==> src/common/pabmux_pkg.sv <==
// constants and types for the port a/b pin function multiplexer
package pabmux_pkg;

	localparam int PABMUX_PA_PINS = 14;
	localparam int PABMUX_PB_PINS = 16;
	localparam int PABMUX_FN_NUM = 4;

	// function codes, high bit then low bit
	typedef enum logic [1:0] {
		PABMUX_FN1,
		PABMUX_FN2,
		PABMUX_FN3,
		PABMUX_FN4
	} pabmux_mode_t;

	// register byte addresses
	localparam logic [31:0] PABMUX_PA_FSEL_ADDR = 32'hfffffc80;
	localparam logic [31:0] PABMUX_PA_DIR_ADDR = 32'hfffffc82;
	localparam logic [31:0] PABMUX_PB_FSEL_LO_ADDR = 32'hfffffc88;
	localparam logic [31:0] PABMUX_PB_DIR_ADDR = 32'hfffffc8a;
	localparam logic [31:0] PABMUX_PB_FSEL_HI_ADDR = 32'hfffffc8e;

	// reset values
	localparam logic [15:0] PABMUX_PA_FSEL_RST = 16'h0000;
	localparam logic [15:0] PABMUX_PA_DIR_RST = 16'h0000;
	localparam logic [15:0] PABMUX_PB_FSEL_LO_RST = 16'h0000;
	localparam logic [15:0] PABMUX_PB_DIR_RST = 16'h0000;
	localparam logic [15:0] PABMUX_PB_FSEL_HI_RST = 16'h0000;

	// writable bits; reserved bits 15 and 14 of port a registers read zero
	localparam logic [15:0] PABMUX_PA_FSEL_MASK = 16'h3fff;
	localparam logic [15:0] PABMUX_PA_DIR_MASK = 16'h3fff;
	localparam logic [15:0] PABMUX_PB_MASK = 16'hffff;

	// functions that exist on each pin, bit k is function k+1
	localparam logic [13:0][3:0] PABMUX_PA_AVAIL = {14{4'h3}};
	localparam logic [15:0][3:0] PABMUX_PB_AVAIL = {
		4'h5, 4'h5, 4'h5, 4'hf, 4'hf, 4'h7, 4'h7, 4'h7,
		4'h7, 4'h7, 4'h7, 4'h7, 4'h7, 4'h7, 4'h7, 4'hd
	};

	// which pins have a general i/o function, and its code
	localparam logic [13:0] PABMUX_PA_HAS_GPIO = 14'h3ff7;
	localparam logic [13:0][1:0] PABMUX_PA_GPIO_FN = {
		2'h0, 2'h0, 2'h0, 2'h0, 2'h0, 2'h0, 2'h1,
		2'h0, 2'h0, 2'h0, 2'h0, 2'h0, 2'h0, 2'h0
	};
	localparam logic [15:0] PABMUX_PB_HAS_GPIO = 16'hffff;
	localparam logic [1:0] PABMUX_PB_GPIO_FN = 2'h0;

endpackage : pabmux_pkg

==> src/core/pabmux_top.sv <==
// port a/b pin function multiplexer with its five control registers
// What this block does
// - each pin's function and direction set individually, no chip mode overrides it
// - software-writable registers hold function and direction for every pin
// - after reset every pin uses its first function, code zero
// - after reset every general port pin except port a pins 7 and 3 is an input
// - two-bit code selects function 1 to 4 on port b, one bit selects 1 or 2 on port a; unused codes leave pin undriven
// - codes cover port a pins 0 to 13 and port b pins 0 to 15
// - port a pins 13 to 8 offer serial channel 0 signals as function 2
// - port a pins 6,5,4,2,1,0 offer timer and network signals as function 2
// - port a pin 7 defaults to watchdog out, pin 3 to peripheral clock out
// - port b pins 15 to 11 offer async serial and bus status functions
// - port b pins 10 to 0 offer sync serial, timer, serial 2, wake functions
// - port a function register at first address; 8 and 16 bit access allowed
// - port b function select split over two registers, reset to zero
// - port a function register cleared only by power-on reset
// - port a function bits 15 and 14 read zero; software writes zero
module pabmux_top
	import pabmux_pkg::*;
(
	input wire logic clk_in,
	input wire logic sys_rst_in,
	input wire logic manual_rst_in,
	input wire logic [31:0] bus_addr_in,
	input wire logic [15:0] bus_wdata_in,
	input wire logic [1:0] bus_be_in,
	input wire logic bus_wr_in,
	input wire logic bus_rd_in,
	output logic [15:0] bus_rdata_out,
	input wire logic [13:0][3:0] pa_fn_out_in,
	input wire logic [13:0][3:0] pa_fn_oe_in,
	output logic [13:0][3:0] pa_fn_in_out,
	input wire logic [13:0] pa_pad_in,
	output logic [13:0] pa_pad_out,
	output logic [13:0] pa_pad_oe_out,
	input wire logic [15:0][3:0] pb_fn_out_in,
	input wire logic [15:0][3:0] pb_fn_oe_in,
	output logic [15:0][3:0] pb_fn_in_out,
	input wire logic [15:0] pb_pad_in,
	output logic [15:0] pb_pad_out,
	output logic [15:0] pb_pad_oe_out
);

	logic [15:0] pa_fsel_reg;
	logic [15:0] pa_dir_reg;
	logic [15:0] pb_fsel_lo_reg;
	logic [15:0] pb_dir_reg;
	logic [15:0] pb_fsel_hi_reg;
	logic [15:0] bus_rdata_reg;
	logic [15:0] bus_rdata_next;
	logic [31:0] bus_word_addr;
	logic hit_pa_fsel;
	logic hit_pa_dir;
	logic hit_pb_fsel_lo;
	logic hit_pb_dir;
	logic hit_pb_fsel_hi;
	logic [13:0][1:0] pa_code;
	logic [15:0][1:0] pb_code;

	// byte lanes: be[1] is bits 15:8, be[0] bits 7:0
	function automatic logic [15:0] pabmux_merge(
		input logic [15:0] old_val,
		input logic [15:0] new_val,
		input logic [1:0] be,
		input logic [15:0] mask
	);
		logic [15:0] lanes;
		lanes = {{8{be[1]}}, {8{be[0]}}};
		pabmux_merge = ((old_val & ~lanes) | (new_val & lanes)) & mask;
	endfunction : pabmux_merge

	// address bit 0 ignored; byte accesses use the lane enables
	assign bus_word_addr = {bus_addr_in[31:1], 1'b0};
	assign hit_pa_fsel = (bus_word_addr == PABMUX_PA_FSEL_ADDR);
	assign hit_pa_dir = (bus_word_addr == PABMUX_PA_DIR_ADDR);
	assign hit_pb_fsel_lo = (bus_word_addr == PABMUX_PB_FSEL_LO_ADDR);
	assign hit_pb_dir = (bus_word_addr == PABMUX_PB_DIR_ADDR);
	assign hit_pb_fsel_hi = (bus_word_addr == PABMUX_PB_FSEL_HI_ADDR);

	// only power-on reset clears port a function select; it survives manual reset
	always_ff @(posedge clk_in)
	begin
		if (sys_rst_in)
			pa_fsel_reg <= PABMUX_PA_FSEL_RST;
		else if (bus_wr_in && hit_pa_fsel)
			pa_fsel_reg <= pabmux_merge(pa_fsel_reg, bus_wdata_in, bus_be_in,
				PABMUX_PA_FSEL_MASK);
	end

	always_ff @(posedge clk_in)
	begin
		if (sys_rst_in || manual_rst_in)
			pa_dir_reg <= PABMUX_PA_DIR_RST;
		else if (bus_wr_in && hit_pa_dir)
			pa_dir_reg <= pabmux_merge(pa_dir_reg, bus_wdata_in, bus_be_in,
				PABMUX_PA_DIR_MASK);
	end

	always_ff @(posedge clk_in)
	begin
		if (sys_rst_in || manual_rst_in)
			pb_fsel_lo_reg <= PABMUX_PB_FSEL_LO_RST;
		else if (bus_wr_in && hit_pb_fsel_lo)
			pb_fsel_lo_reg <= pabmux_merge(pb_fsel_lo_reg, bus_wdata_in, bus_be_in,
				PABMUX_PB_MASK);
	end

	always_ff @(posedge clk_in)
	begin
		if (sys_rst_in || manual_rst_in)
			pb_dir_reg <= PABMUX_PB_DIR_RST;
		else if (bus_wr_in && hit_pb_dir)
			pb_dir_reg <= pabmux_merge(pb_dir_reg, bus_wdata_in, bus_be_in,
				PABMUX_PB_MASK);
	end

	always_ff @(posedge clk_in)
	begin
		if (sys_rst_in || manual_rst_in)
			pb_fsel_hi_reg <= PABMUX_PB_FSEL_HI_RST;
		else if (bus_wr_in && hit_pb_fsel_hi)
			pb_fsel_hi_reg <= pabmux_merge(pb_fsel_hi_reg, bus_wdata_in, bus_be_in,
				PABMUX_PB_MASK);
	end

	// read mux; unmapped addresses answer zero, port a bits 15 and 14 stored as zero
	always_comb
	begin
		bus_rdata_next = 16'h0000;
		if (hit_pa_fsel)
			bus_rdata_next = pa_fsel_reg & PABMUX_PA_FSEL_MASK;
		else if (hit_pa_dir)
			bus_rdata_next = pa_dir_reg;
		else if (hit_pb_fsel_lo)
			bus_rdata_next = pb_fsel_lo_reg;
		else if (hit_pb_dir)
			bus_rdata_next = pb_dir_reg;
		else if (hit_pb_fsel_hi)
			bus_rdata_next = pb_fsel_hi_reg;
	end

	// read data stand for exactly one cycle after the strobe
	always_ff @(posedge clk_in)
	begin
		if (sys_rst_in)
			bus_rdata_reg <= 16'h0000;
		else if (bus_rd_in)
			bus_rdata_reg <= bus_rdata_next;
		else
			bus_rdata_reg <= 16'h0000;
	end

	assign bus_rdata_out = bus_rdata_reg;

	// port a carries one mode bit per pin, so its high code bit is zero
	genvar gi;
	generate
		for (gi = 0; gi < PABMUX_PA_PINS; gi++)
		begin : g_pa
			logic avail;
			logic is_gpio;
			assign pa_code[gi] = {1'b0, pa_fsel_reg[gi]};
			assign avail = PABMUX_PA_AVAIL[gi][pa_code[gi]];
			// pin 7 general i/o sits on code 1; pin 3 has none at all
			assign is_gpio = PABMUX_PA_HAS_GPIO[gi] &&
				(pa_code[gi] == PABMUX_PA_GPIO_FN[gi]);
			// no chip mode input exists, so nothing can override the selection
			always_comb
			begin
				pa_pad_out[gi] = 1'b0;
				pa_pad_oe_out[gi] = 1'b0;
				if (avail)
				begin
					pa_pad_out[gi] = pa_fn_out_in[gi][pa_code[gi]];
					if (is_gpio)
						pa_pad_oe_out[gi] = pa_dir_reg[gi];
					else
						pa_pad_oe_out[gi] = pa_fn_oe_in[gi][pa_code[gi]];
				end
			end
			// inputs reach only the selected function; others see zero
			for (genvar k = 0; k < PABMUX_FN_NUM; k++)
			begin : g_fn
				assign pa_fn_in_out[gi][k] = pa_pad_in[gi] && avail &&
					(pa_code[gi] == 2'(k));
			end
		end
	endgenerate

	generate
		for (gi = 0; gi < PABMUX_PB_PINS; gi++)
		begin : g_pb
			logic avail;
			logic is_gpio;
			if (gi < 8)
			begin : g_lo
				assign pb_code[gi] = pb_fsel_lo_reg[2*gi+1 -: 2];
			end
			else
			begin : g_hi
				assign pb_code[gi] = pb_fsel_hi_reg[2*(gi-8)+1 -: 2];
			end
			// an unused code leaves the pin undriven and inputs blocked
			assign avail = PABMUX_PB_AVAIL[gi][pb_code[gi]];
			assign is_gpio = PABMUX_PB_HAS_GPIO[gi] && (pb_code[gi] == PABMUX_PB_GPIO_FN);
			always_comb
			begin
				pb_pad_out[gi] = 1'b0;
				pb_pad_oe_out[gi] = 1'b0;
				if (avail)
				begin
					pb_pad_out[gi] = pb_fn_out_in[gi][pb_code[gi]];
					if (is_gpio)
						pb_pad_oe_out[gi] = pb_dir_reg[gi];
					else
						pb_pad_oe_out[gi] = pb_fn_oe_in[gi][pb_code[gi]];
				end
			end
			for (genvar k = 0; k < PABMUX_FN_NUM; k++)
			begin : g_fn
				assign pb_fn_in_out[gi][k] = pb_pad_in[gi] && avail &&
					(pb_code[gi] == 2'(k));
			end
		end
	endgenerate

	// checks
	// no $past here: the first edge has no history to look back on
	a_pa_fsel_por: assert property (@(posedge clk_in)
		sys_rst_in |=> (pa_fsel_reg == PABMUX_PA_FSEL_RST))
		else $error("port a function select not cleared by power-on reset");

	a_pa_fsel_keep: assert property (@(posedge clk_in) disable iff (sys_rst_in)
		($past(manual_rst_in) && !$past(bus_wr_in)) |-> $stable(pa_fsel_reg))
		else $error("manual reset disturbed port a function select");

	a_pb_reset_zero: assert property (@(posedge clk_in)
		(sys_rst_in || manual_rst_in) |=>
		(pb_fsel_lo_reg == PABMUX_PB_FSEL_LO_RST && pb_fsel_hi_reg == PABMUX_PB_FSEL_HI_RST &&
		pb_dir_reg == PABMUX_PB_DIR_RST && pa_dir_reg == PABMUX_PA_DIR_RST))
		else $error("port b or direction register not zero after reset");

	// pins 7 and 3 of port a are peripheral outputs in function 1
	a_reset_inputs: assert property (@(posedge clk_in)
		sys_rst_in |=> (pb_pad_oe_out == 16'h0000 &&
		(pa_pad_oe_out & 14'h3f77) == 14'h0000))
		else $error("general pins not inputs after reset");

	a_reserved_read: assert property (@(posedge clk_in) disable iff (sys_rst_in)
		(bus_rd_in && hit_pa_fsel) |=> (bus_rdata_out[15:14] == 2'h0))
		else $error("reserved port a bits read nonzero");

	a_write_readback: assert property (@(posedge clk_in) disable iff (sys_rst_in || manual_rst_in)
		(bus_wr_in && hit_pb_fsel_hi && bus_be_in == 2'h3) ##1
		(bus_rd_in && hit_pb_fsel_hi && !manual_rst_in) |=>
		(bus_rdata_out == $past(bus_wdata_in, 2)))
		else $error("port b high function select did not read back");

	a_read_one_cycle: assert property (@(posedge clk_in) disable iff (sys_rst_in)
		!bus_rd_in |=> (bus_rdata_out == 16'h0000))
		else $error("read data held beyond its cycle");

	a_route_next: assert property (@(posedge clk_in) disable iff (sys_rst_in || manual_rst_in)
		(bus_wr_in && hit_pa_fsel && bus_be_in[0]) |=>
		(pa_code[4] == {1'b0, $past(bus_wdata_in[4])}))
		else $error("port a routing did not follow the write");

	a_gpio_dir: assert property (@(posedge clk_in) disable iff (sys_rst_in)
		(pb_code[5] == 2'h0) |-> (pb_pad_oe_out[5] == pb_dir_reg[5]))
		else $error("general pin direction not from direction register");

	a_unused_code: assert property (@(posedge clk_in) disable iff (sys_rst_in)
		(pb_code[15] == 2'h1 || pb_code[15] == 2'h3) |->
		(!pb_pad_oe_out[15] && !pb_pad_out[15] && pb_fn_in_out[15] == 4'h0))
		else $error("unused code drove a pin");

	a_pa_dir_read: assert property (@(posedge clk_in) disable iff (sys_rst_in)
		(bus_rd_in && hit_pa_dir) |=>
		(bus_rdata_out[15:14] == 2'h0))
		else $error("reserved port a direction bits read nonzero");

	a_pa8_serial: assert property (@(posedge clk_in) disable iff (sys_rst_in)
		(pa_code[8] == 2'h1) |->
		(pa_pad_out[8] == pa_fn_out_in[8][1] && pa_pad_oe_out[8] == pa_fn_oe_in[8][1] &&
		pa_fn_in_out[8] == {2'h0, pa_pad_in[8], 1'b0}))
		else $error("port a pin 8 serial function not routed");

	a_pa4_gpio: assert property (@(posedge clk_in) disable iff (sys_rst_in)
		(pa_code[4] == 2'h0) |->
		(pa_pad_oe_out[4] == pa_dir_reg[4] && pa_pad_out[4] == pa_fn_out_in[4][0]))
		else $error("port a pin 4 general function not routed");

	a_pa3_compare: assert property (@(posedge clk_in) disable iff (sys_rst_in)
		(pa_code[3] == 2'h1) |->
		(pa_pad_oe_out[3] == pa_fn_oe_in[3][1] && pa_pad_out[3] == pa_fn_out_in[3][1]))
		else $error("port a pin 3 compare output not routed");

	a_pb12_status: assert property (@(posedge clk_in) disable iff (sys_rst_in)
		(pb_code[12] == 2'h3) |->
		(pb_pad_out[12] == pb_fn_out_in[12][3] &&
		pb_pad_oe_out[12] == pb_fn_oe_in[12][3]))
		else $error("port b pin 12 bus status not routed");

	a_pb0_wake: assert property (@(posedge clk_in) disable iff (sys_rst_in)
		(pb_code[0] == 2'h3) |->
		(pb_pad_out[0] == pb_fn_out_in[0][3] && pb_pad_oe_out[0] == pb_fn_oe_in[0][3]))
		else $error("port b pin 0 wake output not routed");

	a_pb3_unused: assert property (@(posedge clk_in) disable iff (sys_rst_in)
		(pb_code[3] == 2'h3) |->
		(!pb_pad_oe_out[3] && !pb_pad_out[3] && pb_fn_in_out[3] == 4'h0))
		else $error("port b pin 3 unused code drove the pin");

	a_pb_hi_route: assert property (@(posedge clk_in) disable iff (sys_rst_in || manual_rst_in)
		(bus_wr_in && hit_pb_fsel_hi && bus_be_in[1]) |=>
		(pb_code[15] == $past(bus_wdata_in[15:14])))
		else $error("port b routing did not follow the write");

	// a stray write must not leak into any register
	a_unmapped_write: assert property (@(posedge clk_in) disable iff (sys_rst_in || manual_rst_in)
		(bus_wr_in && !hit_pa_fsel && !hit_pa_dir && !hit_pb_fsel_lo &&
		!hit_pb_dir && !hit_pb_fsel_hi) |=>
		($stable(pa_fsel_reg) && $stable(pa_dir_reg) && $stable(pb_fsel_lo_reg) &&
		$stable(pb_dir_reg) && $stable(pb_fsel_hi_reg)))
		else $error("write to unmapped address changed a register");

	a_pb13_gpio: assert property (@(posedge clk_in) disable iff (sys_rst_in)
		(pb_code[13] == 2'h0) |-> (pb_pad_oe_out[13] == pb_dir_reg[13]))
		else $error("port b pin 13 direction not from direction register");

	a_fn_in_onehot: assert property (@(posedge clk_in) disable iff (sys_rst_in)
		$onehot0(pb_fn_in_out[10]) && $onehot0(pa_fn_in_out[9]))
		else $error("pad input reached more than one function");

	a_wdt_default: assert property (@(posedge clk_in) disable iff (sys_rst_in)
		(pa_code[7] == 2'h0) |->
		(pa_pad_oe_out[7] == pa_fn_oe_in[7][0] && pa_pad_out[7] == pa_fn_out_in[7][0]))
		else $error("pin 7 first function not the peripheral source");

endmodule : pabmux_top

==> config.mk <==
export PLATFORM = sky130hd
export DESIGN_NAME = pabmux_top
export DESIGN_NICKNAME = d
export VERILOG_FILES = /design/src/common/pabmux_pkg.sv /design/src/core/pabmux_top.sv
export SDC_FILE = /design/constraint.sdc
export NUM_CORES = 1
export LEC_CHECK = 0
export BUFFER_PORTS_ARGS = -buffer_cell sky130_fd_sc_hd__buf_2
export CAP_MARGIN = 20
export CORE_AREA = 2 2 203 205
export CTS_CLUSTER_SIZE = 40
export DETAILED_ROUTE_END_ITERATION = 8
export DIE_AREA = 0 0 205 207
export PLACE_DENSITY = 0.36
export SLEW_MARGIN = 0
export SYNTH_ARGS = -nofsm -noshare
export SYNTH_HDL_FRONTEND = slang
export SYNTH_SLANG_ARGS = --single-unit
==> constraint.sdc <==
create_clock -name clk_in -period 2.4 [get_ports clk_in]
set_input_delay 0.6 -clock clk_in [delete_from_list [all_inputs] [get_ports clk_in]]
set_output_delay 0.6 -clock clk_in [all_outputs]
set_load 0.02 [all_outputs]
==> results of run 1 <==
cell usage in the layout, fill, tap and decap left out, drive strengths merged, types with 2 or more instances in the layout:
cell	count
buf	388
nand2	109
mux2i	98
dfxtp	92
nor2	46
conb	45
mux2	30
nor2b	27
and2	22
o21ai	22
o31ai	20
nor3	18
a22oi	16
nor3b	16
and3b	16
nand2b	16
nand4	16
a21bo	14
a22o	14
clkbuf	9
and4	6
a21oi	6
and3	4
mux4	4
nand3	3
bufinv	3
nor4	3
clkinv	2
clkinvlp	2
how the worst max path moves through the flow:
stage	start	end	slack (ns)
final	register	pb_pad_oe_out[11]	0.16
after global routing	register	pb_pad_oe_out[11]	0.05
after CTS	register	pb_pad_oe_out[11]	0.11
after detailed placement	bus_addr_in[6]	register	-0.11
after global placement	bus_addr_in[6]	register	-0.1
after floorplan	bus_addr_in[6]	register	0.22
area by class of cell:
cell class                      instances  area [um2]  area share
Clock buffer                            9         225      0.0251
Clock inverter                          7         115      0.0128
Multi-Input combinational cell        578        4000       0.446
Sequential cell                        92        1840       0.205
Tap cell                              532         666      0.0742
Timing Repair Buffer                  388        2120       0.237
power groups by stage:
| stage | sequential, mW | clock, mW | combinational [mW] |
|---|---|---|---|
| floorplan | 1.56 | 0 | 0.376 |
| CTS | 1.53 | 1.72 | 0.628 |
| detailed placement | 1.56 | 0 | 0.626 |
| global route | 1.52 | 1.77 | 0.679 |
| finish | 1.53 | 1.68 | 0.620 |
| global placement | 1.56 | 0 | 0.624 |
per-stage QoR:
| stage | worst slack (ns) | power (mW) | hold slack [ns] | TNS, ns |
|---|---|---|---|---|
| floorplan | 0.221 | 1.94 | 0.440 | 0 |
| global placement | -0.0985 | 2.18 | 0.450 | -1.72 |
| detailed placement | -0.111 | 2.19 | 0.460 | -1.32 |
| CTS | 0.114 | 3.87 | 0.475 | 0 |
| global route | 0.0512 | 3.98 | 0.507 | 0 |
| finish | 0.155 | 3.82 | 0.478 | 0 |
logic make-up after synthesis:
group / count (synthesis) / synth area share
buffers and inverters: 101 / 0.0925
AO/OA/AOI/OAI: 92 / 0.108
AND/OR/NAND/NOR: 309 / 0.279
multiplexers: 132 / 0.226
other: 1 / 0.000600
flip-flops: 92 / 0.295
per-layer routing:
layer  up-vias  global-route usage  part of all wire
li1       3159                   -                 -
met1      2930               0.155              0.46
met2       254               0.198              0.47
met3        15              0.0189             0.061
met4         2              0.0298             0.010
met5         -                   0           0.00058
critical path, cell delays in order, from the launching register on:
cell and delay, ns:
dfxtp_1 0.56, mux4_2 0.55, buf_2 0.17
==> metrics.csv, run 1 <==
stage,metric,value,unit
clock_network,insertion_delay,0.36,ns
yosys,synth-async-reset-ratio,0,
yosys,synth_area,6250,um2
power_and_ir_drop,comb_power_share,0.162,
yosys,syn_area_per_cell,8.59,um2
power_and_ir_drop,power.density,426,nW/um2
yosys,post-synth-top-count-cell,nand2_1,
grt,antenna_found_initial,1,
power_and_ir_drop,p_clk_frac,0.439,
grt,overflow,0,
sta,setup_viol,0,
yosys,synth_area_leaders,"dfxtp_1 29%, mux2i_1 16%, nand2_1 6.6%",
sta,drv_slew,0,
detailed_routing,num_vias,6360,
sta,finalHoldViolCount,0,
yosys,synth-edff-count,0,
sta,fin_crit_sh,0.935,
yosys,yosys.area.top_type,dfxtp_1,
grt,grt_util_all_layers,0.118,
placed_design,portBuffers,355,
detailed_routing,drtAntennaViolNets,0,
placed_design,dp_hpwl,21600,um
detailed_routing,drt_drc_violations_left,0,
placed_design,dp_cells,1590,
yosys,synth_common_cells,"109 x nand2_1, 98 x mux2i_1, 92 x dfxtp_1, 48 x buf_4",
placed_design,dpl_cell_area,8640,um2
worst_setup_path,critPathRequiredTime,1.80,ns
grt,grt_max_degree,41,
detailed_routing,wl,25900,um
clock_network,post_cts_buffers,0,
clock_network,clockRootBuffer,clkbuf_16,
placed_design,place_congestion,0.722,
clock_network,cts_htree_levels,3,
yosys,yosysWarnings,0,
sta,max_freq,446,MHz
finish,final_area,8980,um2
clock_network,cts_made_buffers,9,
grt,grt_pass1_wl,37200,um
power_and_ir_drop,ir_worst_vdd,0.282,mV
detailed_routing,drt_pre_antenna_iters,6,
hold_path,min_path_type,reg2reg,
clock_network,cts_buffer_depth,2,
die,die-area,42400,um2
clock_network,tritoncts,yes,
yosys,ys_seq_area_frac,0.295,
power_and_ir_drop,pwr-share-seq,0.399,
yosys,synth_top_area_frac,0.295,
worst_setup_path,critPathKind,reg2out,
sta,rsz0062_at_grt,no,
clock_network,clkSinkCount,92,
die,core_area,40400,um2
finish,nFillCells,4510,
power_and_ir_drop,swShare,0.268,
clock_network,clk_pin_slew,0.07,ns
clock_network,cts_resized,0,
outcome,outcome,"complete, no violations",
detailed_routing,wire_per_inst,16.1,um
detailed_routing,drt-initial-drc-count,267,
finish,syn2layout_area_growth,43.7,%
clock_network,hold_buffers,0,
hold_path,hold_path_depth,2,
grt,grt_pass1_vias,6021,
worst_setup_path,r2r_end,bus_rdata_out[6],
worst_setup_path,r2r_slack,1.01,ns
die,start_util,0.155,
finish,finalNetCount,1394,
die,io-pin-count,521,
power_and_ir_drop,leakage,4.42,nW
worst_setup_path,cp-end-kind,output pin,
yosys,synth_cell_types,41,
sta,skew,0.00700,ns
worst_setup_path,critPathLaunchType,register,
finish,fin_util,0.222,
power_and_ir_drop,switchingPower,1.02,mW
yosys,ys_ff_latch,92,
worst_setup_path,worstPathArrival,1.64,ns
finish,diodes,0,
yosys,syn-instance-count,727,
die,die_h,207,um
power_and_ir_drop,power.internal,2.80,mW
detailed_routing,viasPerCell,3.96,
worst_setup_path,rr_worst_depth,4,
die,rows,74,
finish,final_cells,1606,
yosys,synthFlopType,dfxtp_1,
finish,layout-drive-gt1-share,0.434,
die,die_w,205,um
worst_setup_path,crit_path_max_fanout,8,
sta,fin_crit,2.24,ns
job,maxCapViolCount,0,
Note: power is estimated with default switching activity, not from simulation.
==> run 2: changes to the inputs <==
--- a/config.mk
+++ b/config.mk
@@ -5,13 +5,13 @@
 export SDC_FILE = /design/constraint.sdc
 export NUM_CORES = 1
 export LEC_CHECK = 0
+export ABC_AREA = 1
 export BUFFER_PORTS_ARGS = -buffer_cell sky130_fd_sc_hd__buf_2
 export CAP_MARGIN = 20
-export CORE_AREA = 2 2 203 205
+export CORE_AREA = 2 2 200 202
 export CTS_CLUSTER_SIZE = 40
 export DETAILED_ROUTE_END_ITERATION = 8
-export DIE_AREA = 0 0 205 207
-export PLACE_DENSITY = 0.36
+export DIE_AREA = 0 0 202 204
 export SLEW_MARGIN = 0
 export SYNTH_ARGS = -nofsm -noshare
 export SYNTH_HDL_FRONTEND = slang
==> run 2 against run 1 <==
Net effect: routed wire length grew 19%; non-clock buffer count shrank 7; via count increased by 25%; count of clock-buffer cells in the layout unchanged; sequential share of layout area fell by 0.22 points; synthesized cell count rose by 42%; cell count up 20%; worst hold slack got worse by 0.023 ns; combinational power decreased by 7.4%; sequential power about the same; clock skew about the same; worst setup slack improved by 0.044 ns; critical path type unchanged.
==> metrics.csv, run 2 <==
stage,metric,value,unit,change
power_and_ir_drop,switchingPower,1.11,mW,+8.7%
sta,rsz0062_at_grt,no,,
sta,hold_slack,0.456,ns,-0.0227 ns
clock_network,tritoncts,yes,,
worst_setup_path,critPathRequiredTime,1.80,ns,about the same
yosys,ys_ff_latch,92,,unchanged
clock_network,clkSinkCount,92,,unchanged
sta,skew,0.00691,ns,-0.0000807 ns
die,die_w,202,um,-1.5%
die,die_h,204,um,-1.4%
grt,grt_pass1_vias,7394,,+23%
sta,drv_slew,0,,unchanged
sta,fin_crit_sh,0.917,,-0.0183
yosys,synth.area.mux_share,0,,-0.226
clock_network,cts_resized,0,,unchanged
power_and_ir_drop,comb_power_share,0.160,,-0.002
yosys,yosys.area.top_type,dfxtp_1,,
die,die-area,41200,um2,-2.9%
placed_design,place_ws,-0.00160,ns,+0.110 ns
placed_design,place_congestion,0.860,,+19%
hold_path,hold_path_depth,2,,unchanged
clock_network,cts_buffer_depth,2,,unchanged
yosys,synth_area,6430,um2,+2.9%
power_and_ir_drop,power.density,395,nW/um2,-7.3%
clock_network,hold_buffers,0,,unchanged
yosys,synth_fa_ha_area_frac,0,,unchanged
yosys,post-synth-top-count-cell,nand2_1,,
yosys,synth-simple-area-share,0.339,,+0.0603
yosys,syn_area_per_cell,6.21,um2,-28%
power_and_ir_drop,p_clk_frac,0.414,,-0.025
detailed_routing,viasPerCell,4.11,,+3.7%
detailed_routing,wire_per_inst,16.0,um,-0.93%
grt,antenna_found_initial,8,,+7
clock_network,clockRootBuffer,clkbuf_16,,
placed_design,dpl_cell_area,8760,um2,+1.5%
grt,overflow,0,,unchanged
clock_network,post_cts_buffers,0,,unchanged
sta,setup_ws,0.199,ns,+0.0440 ns
finish,finalNetCount,1722,,+24%
sta,tns,0,ns,unchanged
outcome,outcome,"complete, no violations",,
yosys,synth_cell_types,35,,-15%
power_and_ir_drop,leakage,4.64,nW,+4.8%
worst_setup_path,rr_worst_depth,6,,+2
finish,final_cell_mix,"355 x buf_2, 219 x nand2_1, 172 x inv_1, 92 x dfxtp_1, 79 x nor2_1",,
yosys,synth_top_area_frac,0.287,,-0.00832
sta,finalHoldViolCount,0,,unchanged
power_and_ir_drop,pwr-share-seq,0.426,,+0.027
detailed_routing,wl,30800,um,+19%
yosys,synth-xor-area-share,0,,unchanged
clock_network,cts_htree_levels,3,,unchanged
yosys,yosysWarnings,0,,unchanged
grt,grt_max_degree,31,,-24%
yosys,synth_common_cells,"219 x nand2_1, 172 x inv_1, 92 x dfxtp_1, 80 x nor2_1, 78 x nand3_1",,
die,start_util,0.164,,+0.00931
hold_path,min_path_type,reg2reg,,
power_and_ir_drop,power.total,3.58,mW,-6.3%
yosys,syn-instance-count,1035,,+42%
detailed_routing,num_vias,7920,,+25%
finish,nFillCells,4421,,-2.0%
placed_design,dp_cells,1911,,+20%
job,maxCapViolCount,0,,unchanged
die,core_area,39200,um2,-2.9%
sta,tightest_slew,0.789,ns,
yosys,synthFlopType,dfxtp_1,,
detailed_routing,drt_drc_violations_left,0,,unchanged
finish,layout-drive-gt1-share,0.318,,-0.116
finish,final_area,9070,um2,+1.1%
grt,grt_pass1_wl,44400,um,+19%
detailed_routing,drt_pre_antenna_iters,5,,-1
worst_setup_path,worstPathArrival,1.60,ns,-0.04 ns
clock_network,clk_pin_slew,0.08,ns,about the same
finish,final_common_cell,buf_2,,
finish,syn2layout_area_growth,41.1,%,
yosys,synth_area_leaders,"dfxtp_1 29%, nand2_1 13%, inv_1 10%",,
worst_setup_path,crit_path_max_fanout,6,,-2
placed_design,dp_hpwl,25800,um,+20%
power_and_ir_drop,power.internal,2.47,mW,-12%
yosys,ys_seq_area_frac,0.287,,-0.00832
power_and_ir_drop,ir_worst_vdd,0.246,mV,-13%
sta,setup_viol,0,,unchanged
worst_setup_path,critPathLaunchType,register,,
yosys,synth_top_family_by_area,simple AND/OR/NAND/NOR gates,,
worst_setup_path,cp-end-kind,output pin,,
grt,grt_util_all_layers,0.145,,+0.0274
sta,fin_crit,2.20,ns,-0.0440 ns
power_and_ir_drop,swShare,0.310,,+0.0427
sta,max_freq,454,MHz,+2.0%
clock_network,insertion_delay,0.36,ns,about the same
placed_design,portBuffers,355,,unchanged
die,rows,73,,-1.4%
clock_network,cts_made_buffers,9,,unchanged
finish,final_cells,1929,,+20%
detailed_routing,drt-initial-drc-count,517,,+94%
die,io-pin-count,521,,unchanged
yosys,synth-async-reset-ratio,0,,unchanged
worst_setup_path,critPathKind,reg2out,,
detailed_routing,drtAntennaViolNets,0,,unchanged
yosys,synth_compound_area_frac,0.190,,+0.0820
finish,fin_util,0.232,,+0.00915
sta,relSlewSlack,0.473,,
yosys,synth-edff-count,0,,unchanged
[run 2: layout make-up]
class	count	area (um2)	share of cell area
Timing Repair Buffer	381	2000	0.220
Antenna cell	2	5.00	0.000552
Sequential cell	92	1840	0.203
Multi-Input combinational cell	729	3570	0.394
Tap cell	525	657	0.0724
Inverter	184	692	0.0763
Clock buffer	9	225	0.0248
Clock inverter	7	78.8	0.00869
[run 2: cell families after synthesis]
kind of cell | after synthesis
AND/OR/NAND/NOR | 471
buffers and inverters | 258
AO/OA/AOI/OAI | 213
flip-flops | 92
other | 1
[run 2: power groups by stage]
stage | registers, mW | logic (mW) | clock network, mW
after floorplan | 1.56 | 0.327 | 0
after global placement | 1.56 | 0.569 | 0
after detailed placement | 1.56 | 0.575 | 0
after CTS | 1.52 | 0.577 | 1.52
after global routing | 1.52 | 0.630 | 1.58
final | 1.52 | 0.574 | 1.48
[run 2: worst paths after layout]
path	start	to	slack, ns
worst min-delay path	register	register	0.46
worst max register to register	register	bus_rdata_out[9]	1.13
worst min register to register	register	register	0.46
worst max-delay path	register	pb_pad_oe_out[12]	0.20
[run 2: layer usage]
| metal | vias to the layer above | GRT usage | wire [um] | share of wire |
|---|---|---|---|---|
| met4 | 12 | 0.0481 | 653 | 0.021 |
| met1 | 3592 | 0.185 | 13700 | 0.45 |
| met5 | - | 0 | 76 | 0.0025 |
| met3 | 36 | 0.0207 | 1580 | 0.051 |
| li1 | 3997 | - | - | - |
| met2 | 283 | 0.251 | 14800 | 0.48 |
[run 2: worst max-delay path: stages (launching register included)]
cell and delay [ns]:
dfxtp_1 0.49, inv_1 0.17, nor2_1 0.15, nand2_1 0.08
a32oi_1 0.18, buf_2 0.19
==> run 3: changes to the inputs <==
--- a/config.mk
+++ b/config.mk
@@ -7,11 +7,11 @@
 export LEC_CHECK = 0
 export ABC_AREA = 1
 export BUFFER_PORTS_ARGS = -buffer_cell sky130_fd_sc_hd__buf_2
-export CAP_MARGIN = 20
 export CORE_AREA = 2 2 200 202
 export CTS_CLUSTER_SIZE = 40
 export DETAILED_ROUTE_END_ITERATION = 8
 export DIE_AREA = 0 0 202 204
+export RECOVER_POWER = 25
 export SLEW_MARGIN = 0
 export SYNTH_ARGS = -nofsm -noshare
 export SYNTH_HDL_FRONTEND = slang
==> run 3 against run 2 <==
Net effect: first-iteration DRC count down 11%; sequential power about the same; power about the same; largest cell class unchanged; highest routed layer unchanged.
==> metrics.csv, run 3 (same netlist as run 2, synthesis figures left out) <==
stage,metric,value,unit,change
placed_design,place_congestion,0.860,,unchanged
clock_network,cts_made_buffers,9,,unchanged
die,die_h,204,um,unchanged
clock_network,hold_buffers,0,,unchanged
sta,skew,0.00676,ns,-0.000156 ns
clock_network,clk_pin_slew,0.08,ns,about the same
detailed_routing,num_vias,7920,,unchanged
die,core_area,39200,um2,unchanged
power_and_ir_drop,leakage,4.42,nW,-4.7%
finish,seq_area,1840,um2,unchanged
worst_setup_path,cp-end-kind,output pin,,
grt,grt_max_degree,31,,unchanged
job,maxCapViolCount,0,,unchanged
finish,final_cells,1929,,unchanged
placed_design,portBuffers,355,,unchanged
power_and_ir_drop,pwr-share-seq,0.426,,about the same
sta,fin_crit,2.21,ns,+0.00455 ns
detailed_routing,met3_length,1590,um,+1.1%
clock_network,cts_buffer_depth,2,,unchanged
sta,tns,0,ns,unchanged
grt,grt_pass1_wl,44400,um,unchanged
die,die-area,41200,um2,unchanged
power_and_ir_drop,p_clk_frac,0.415,,about the same
clock_network,clockRootBuffer,clkbuf_16,,
power_and_ir_drop,ir_worst_vdd,0.246,mV,about the same
detailed_routing,viasPerCell,4.11,,unchanged
detailed_routing,top_layer_used,met5,,
grt,overflow,0,,unchanged
finish,final_common_cell,buf_2,,
power_and_ir_drop,switchingPower,1.12,mW,+0.33%
die,io-pin-count,521,,unchanged
detailed_routing,met1_length,13700,um,-0.10%
sta,drv_slew,0,,unchanged
finish,syn2layout_area_growth,40.0,%,
power_and_ir_drop,power.internal,2.46,mW,-0.28%
power_and_ir_drop,swShare,0.312,,+0.00131
worst_setup_path,rr_worst_depth,6,,unchanged
power_and_ir_drop,comb_power_share,0.159,,about the same
die,start_util,0.164,,unchanged
detailed_routing,wl,30900,um,about the same
detailed_routing,wire_per_inst,16.0,um,about the same
clock_network,insertion_delay,0.36,ns,about the same
worst_setup_path,r2r_slack,1.12,ns,about the same
sta,setup_viol,0,,unchanged
outcome,outcome,"complete, no violations",,
worst_setup_path,critPathRequiredTime,1.80,ns,about the same
worst_setup_path,critPathKind,reg2out,,
detailed_routing,drt_drc_violations_left,0,,unchanged
hold_path,min_path_type,reg2reg,,
finish,multi_input_area,3570,um2,unchanged
grt,grt_pass1_vias,7394,,unchanged
clock_network,tritoncts,yes,,
detailed_routing,drt_pre_antenna_iters,5,,unchanged
sta,relSlewSlack,0.474,,+0.00118
sta,hold_slack,0.456,ns,-0.0000430 ns
clock_network,clkSinkCount,92,,unchanged
power_and_ir_drop,power.density,398,nW/um2,+0.75%
finish,fin_util,0.230,,-0.00192
grt,grt_util_all_layers,0.145,,unchanged
grt,antenna_found_initial,8,,unchanged
sta,rsz0062_at_grt,no,,
clock_network,cts_resized,0,,unchanged
worst_setup_path,r2r_end,bus_rdata_out[9],,
worst_setup_path,critPathLaunchType,register,,
finish,nFillCells,4444,,+0.52%
placed_design,dp_cells,1911,,unchanged
finish,finalNetCount,1722,,unchanged
placed_design,dp_hpwl,25800,um,unchanged
sta,tightest_slew,0.788,ns,-0.00177 ns
die,die_w,202,um,unchanged
sta,fin_crit_sh,0.919,,+0.00189
clock_network,post_cts_buffers,0,,unchanged
worst_setup_path,crit_path_max_fanout,6,,unchanged
detailed_routing,drt-initial-drc-count,459,,-11%
worst_setup_path,worstPathArrival,1.61,ns,about the same
detailed_routing,drtAntennaViolNets,0,,unchanged
detailed_routing,route.met2.wl,14800,um,about the same
hold_path,hold_path_depth,2,,unchanged
finish,final_cell_mix,"295 x buf_2, 219 x nand2_1, 172 x inv_1, 92 x dfxtp_1, 79 x nor2_1",,
sta,max_freq,453,MHz,-0.21%
finish,layout-drive-gt1-share,0.275,,-0.0428
sta,finalHoldViolCount,0,,unchanged
clock_network,cts_htree_levels,3,,unchanged
die,rows,73,,unchanged
run 3: cell count changes in the layout (fill, tap and decap cells not counted):
| cell | previous run | this run |
|---|---|---|
| buf_2 | 355 | 295 |
| clkbuf_1 | 0 | 60 |
run 3: area by class of cell:
class,count,area share
antenna,2,0.000556
clock buffer,9,0.0250
clock inverter,7,0.00876
inverter,184,0.0769
multi-input combinational,729,0.397
sequential,92,0.205
tap,525,0.0730
timing repair buffer,381,0.214
run 3: how the worst max path moves through the flow:
| stage | start | endpoint | slack [ns] | cells after the start |
|---|---|---|---|---|
| floorplan | bus_addr_in[16] | bus_rdata_out[11] | 0.54 | 13 |
| global placement | bus_addr_in[6] | register | 0.003 | 12 |
| detailed placement | bus_addr_in[6] | register | -0.002 | 12 |
| CTS | register | pb_pad_oe_out[12] | 0.17 | 5 |
| global route | register | pb_pad_oe_out[12] | 0.07 | 5 |
| finish | register | pb_pad_oe_out[12] | 0.19 | 5 |
run 3: routing by layer:
layer,track usage,up-vias
li1,-,4001
met3,0.0207,38
met1,0.185,3583
met5,0,-
met2,0.251,286
met4,0.0481,12
run 3: power groups by stage:
stage | logic [mW] | registers [mW] | clock network (mW)
detailed placement | 0.575 | 1.56 | 0
global placement | 0.569 | 1.56 | 0
finish | 0.568 | 1.52 | 1.49
CTS | 0.577 | 1.52 | 1.52
global route | 0.624 | 1.52 | 1.58
floorplan | 0.327 | 1.56 | 0
run 3: worst max-delay path, cell delays in order, from the launching register on:
cell and delay [ns]:
dfxtp_1 0.49, inv_1 0.17, nor2_1 0.15, nand2_1 0.08
a32oi_1 0.18, buf_2 0.19
run 3: per-stage QoR:
step / total power [mW] / cell area [um2] / setup WS (ns)
6_report: 3.58 / 9000 / 0.195
2_1_floorplan: 1.89 / 6590 / 0.541
3_5_place_dp: 2.14 / 8760 / -0.00160
4_1_cts: 3.62 / 9070 / 0.171
5_1_grt: 3.73 / 8990 / 0.0729
3_3_place_gp: 2.13 / 8760 / 0.00316
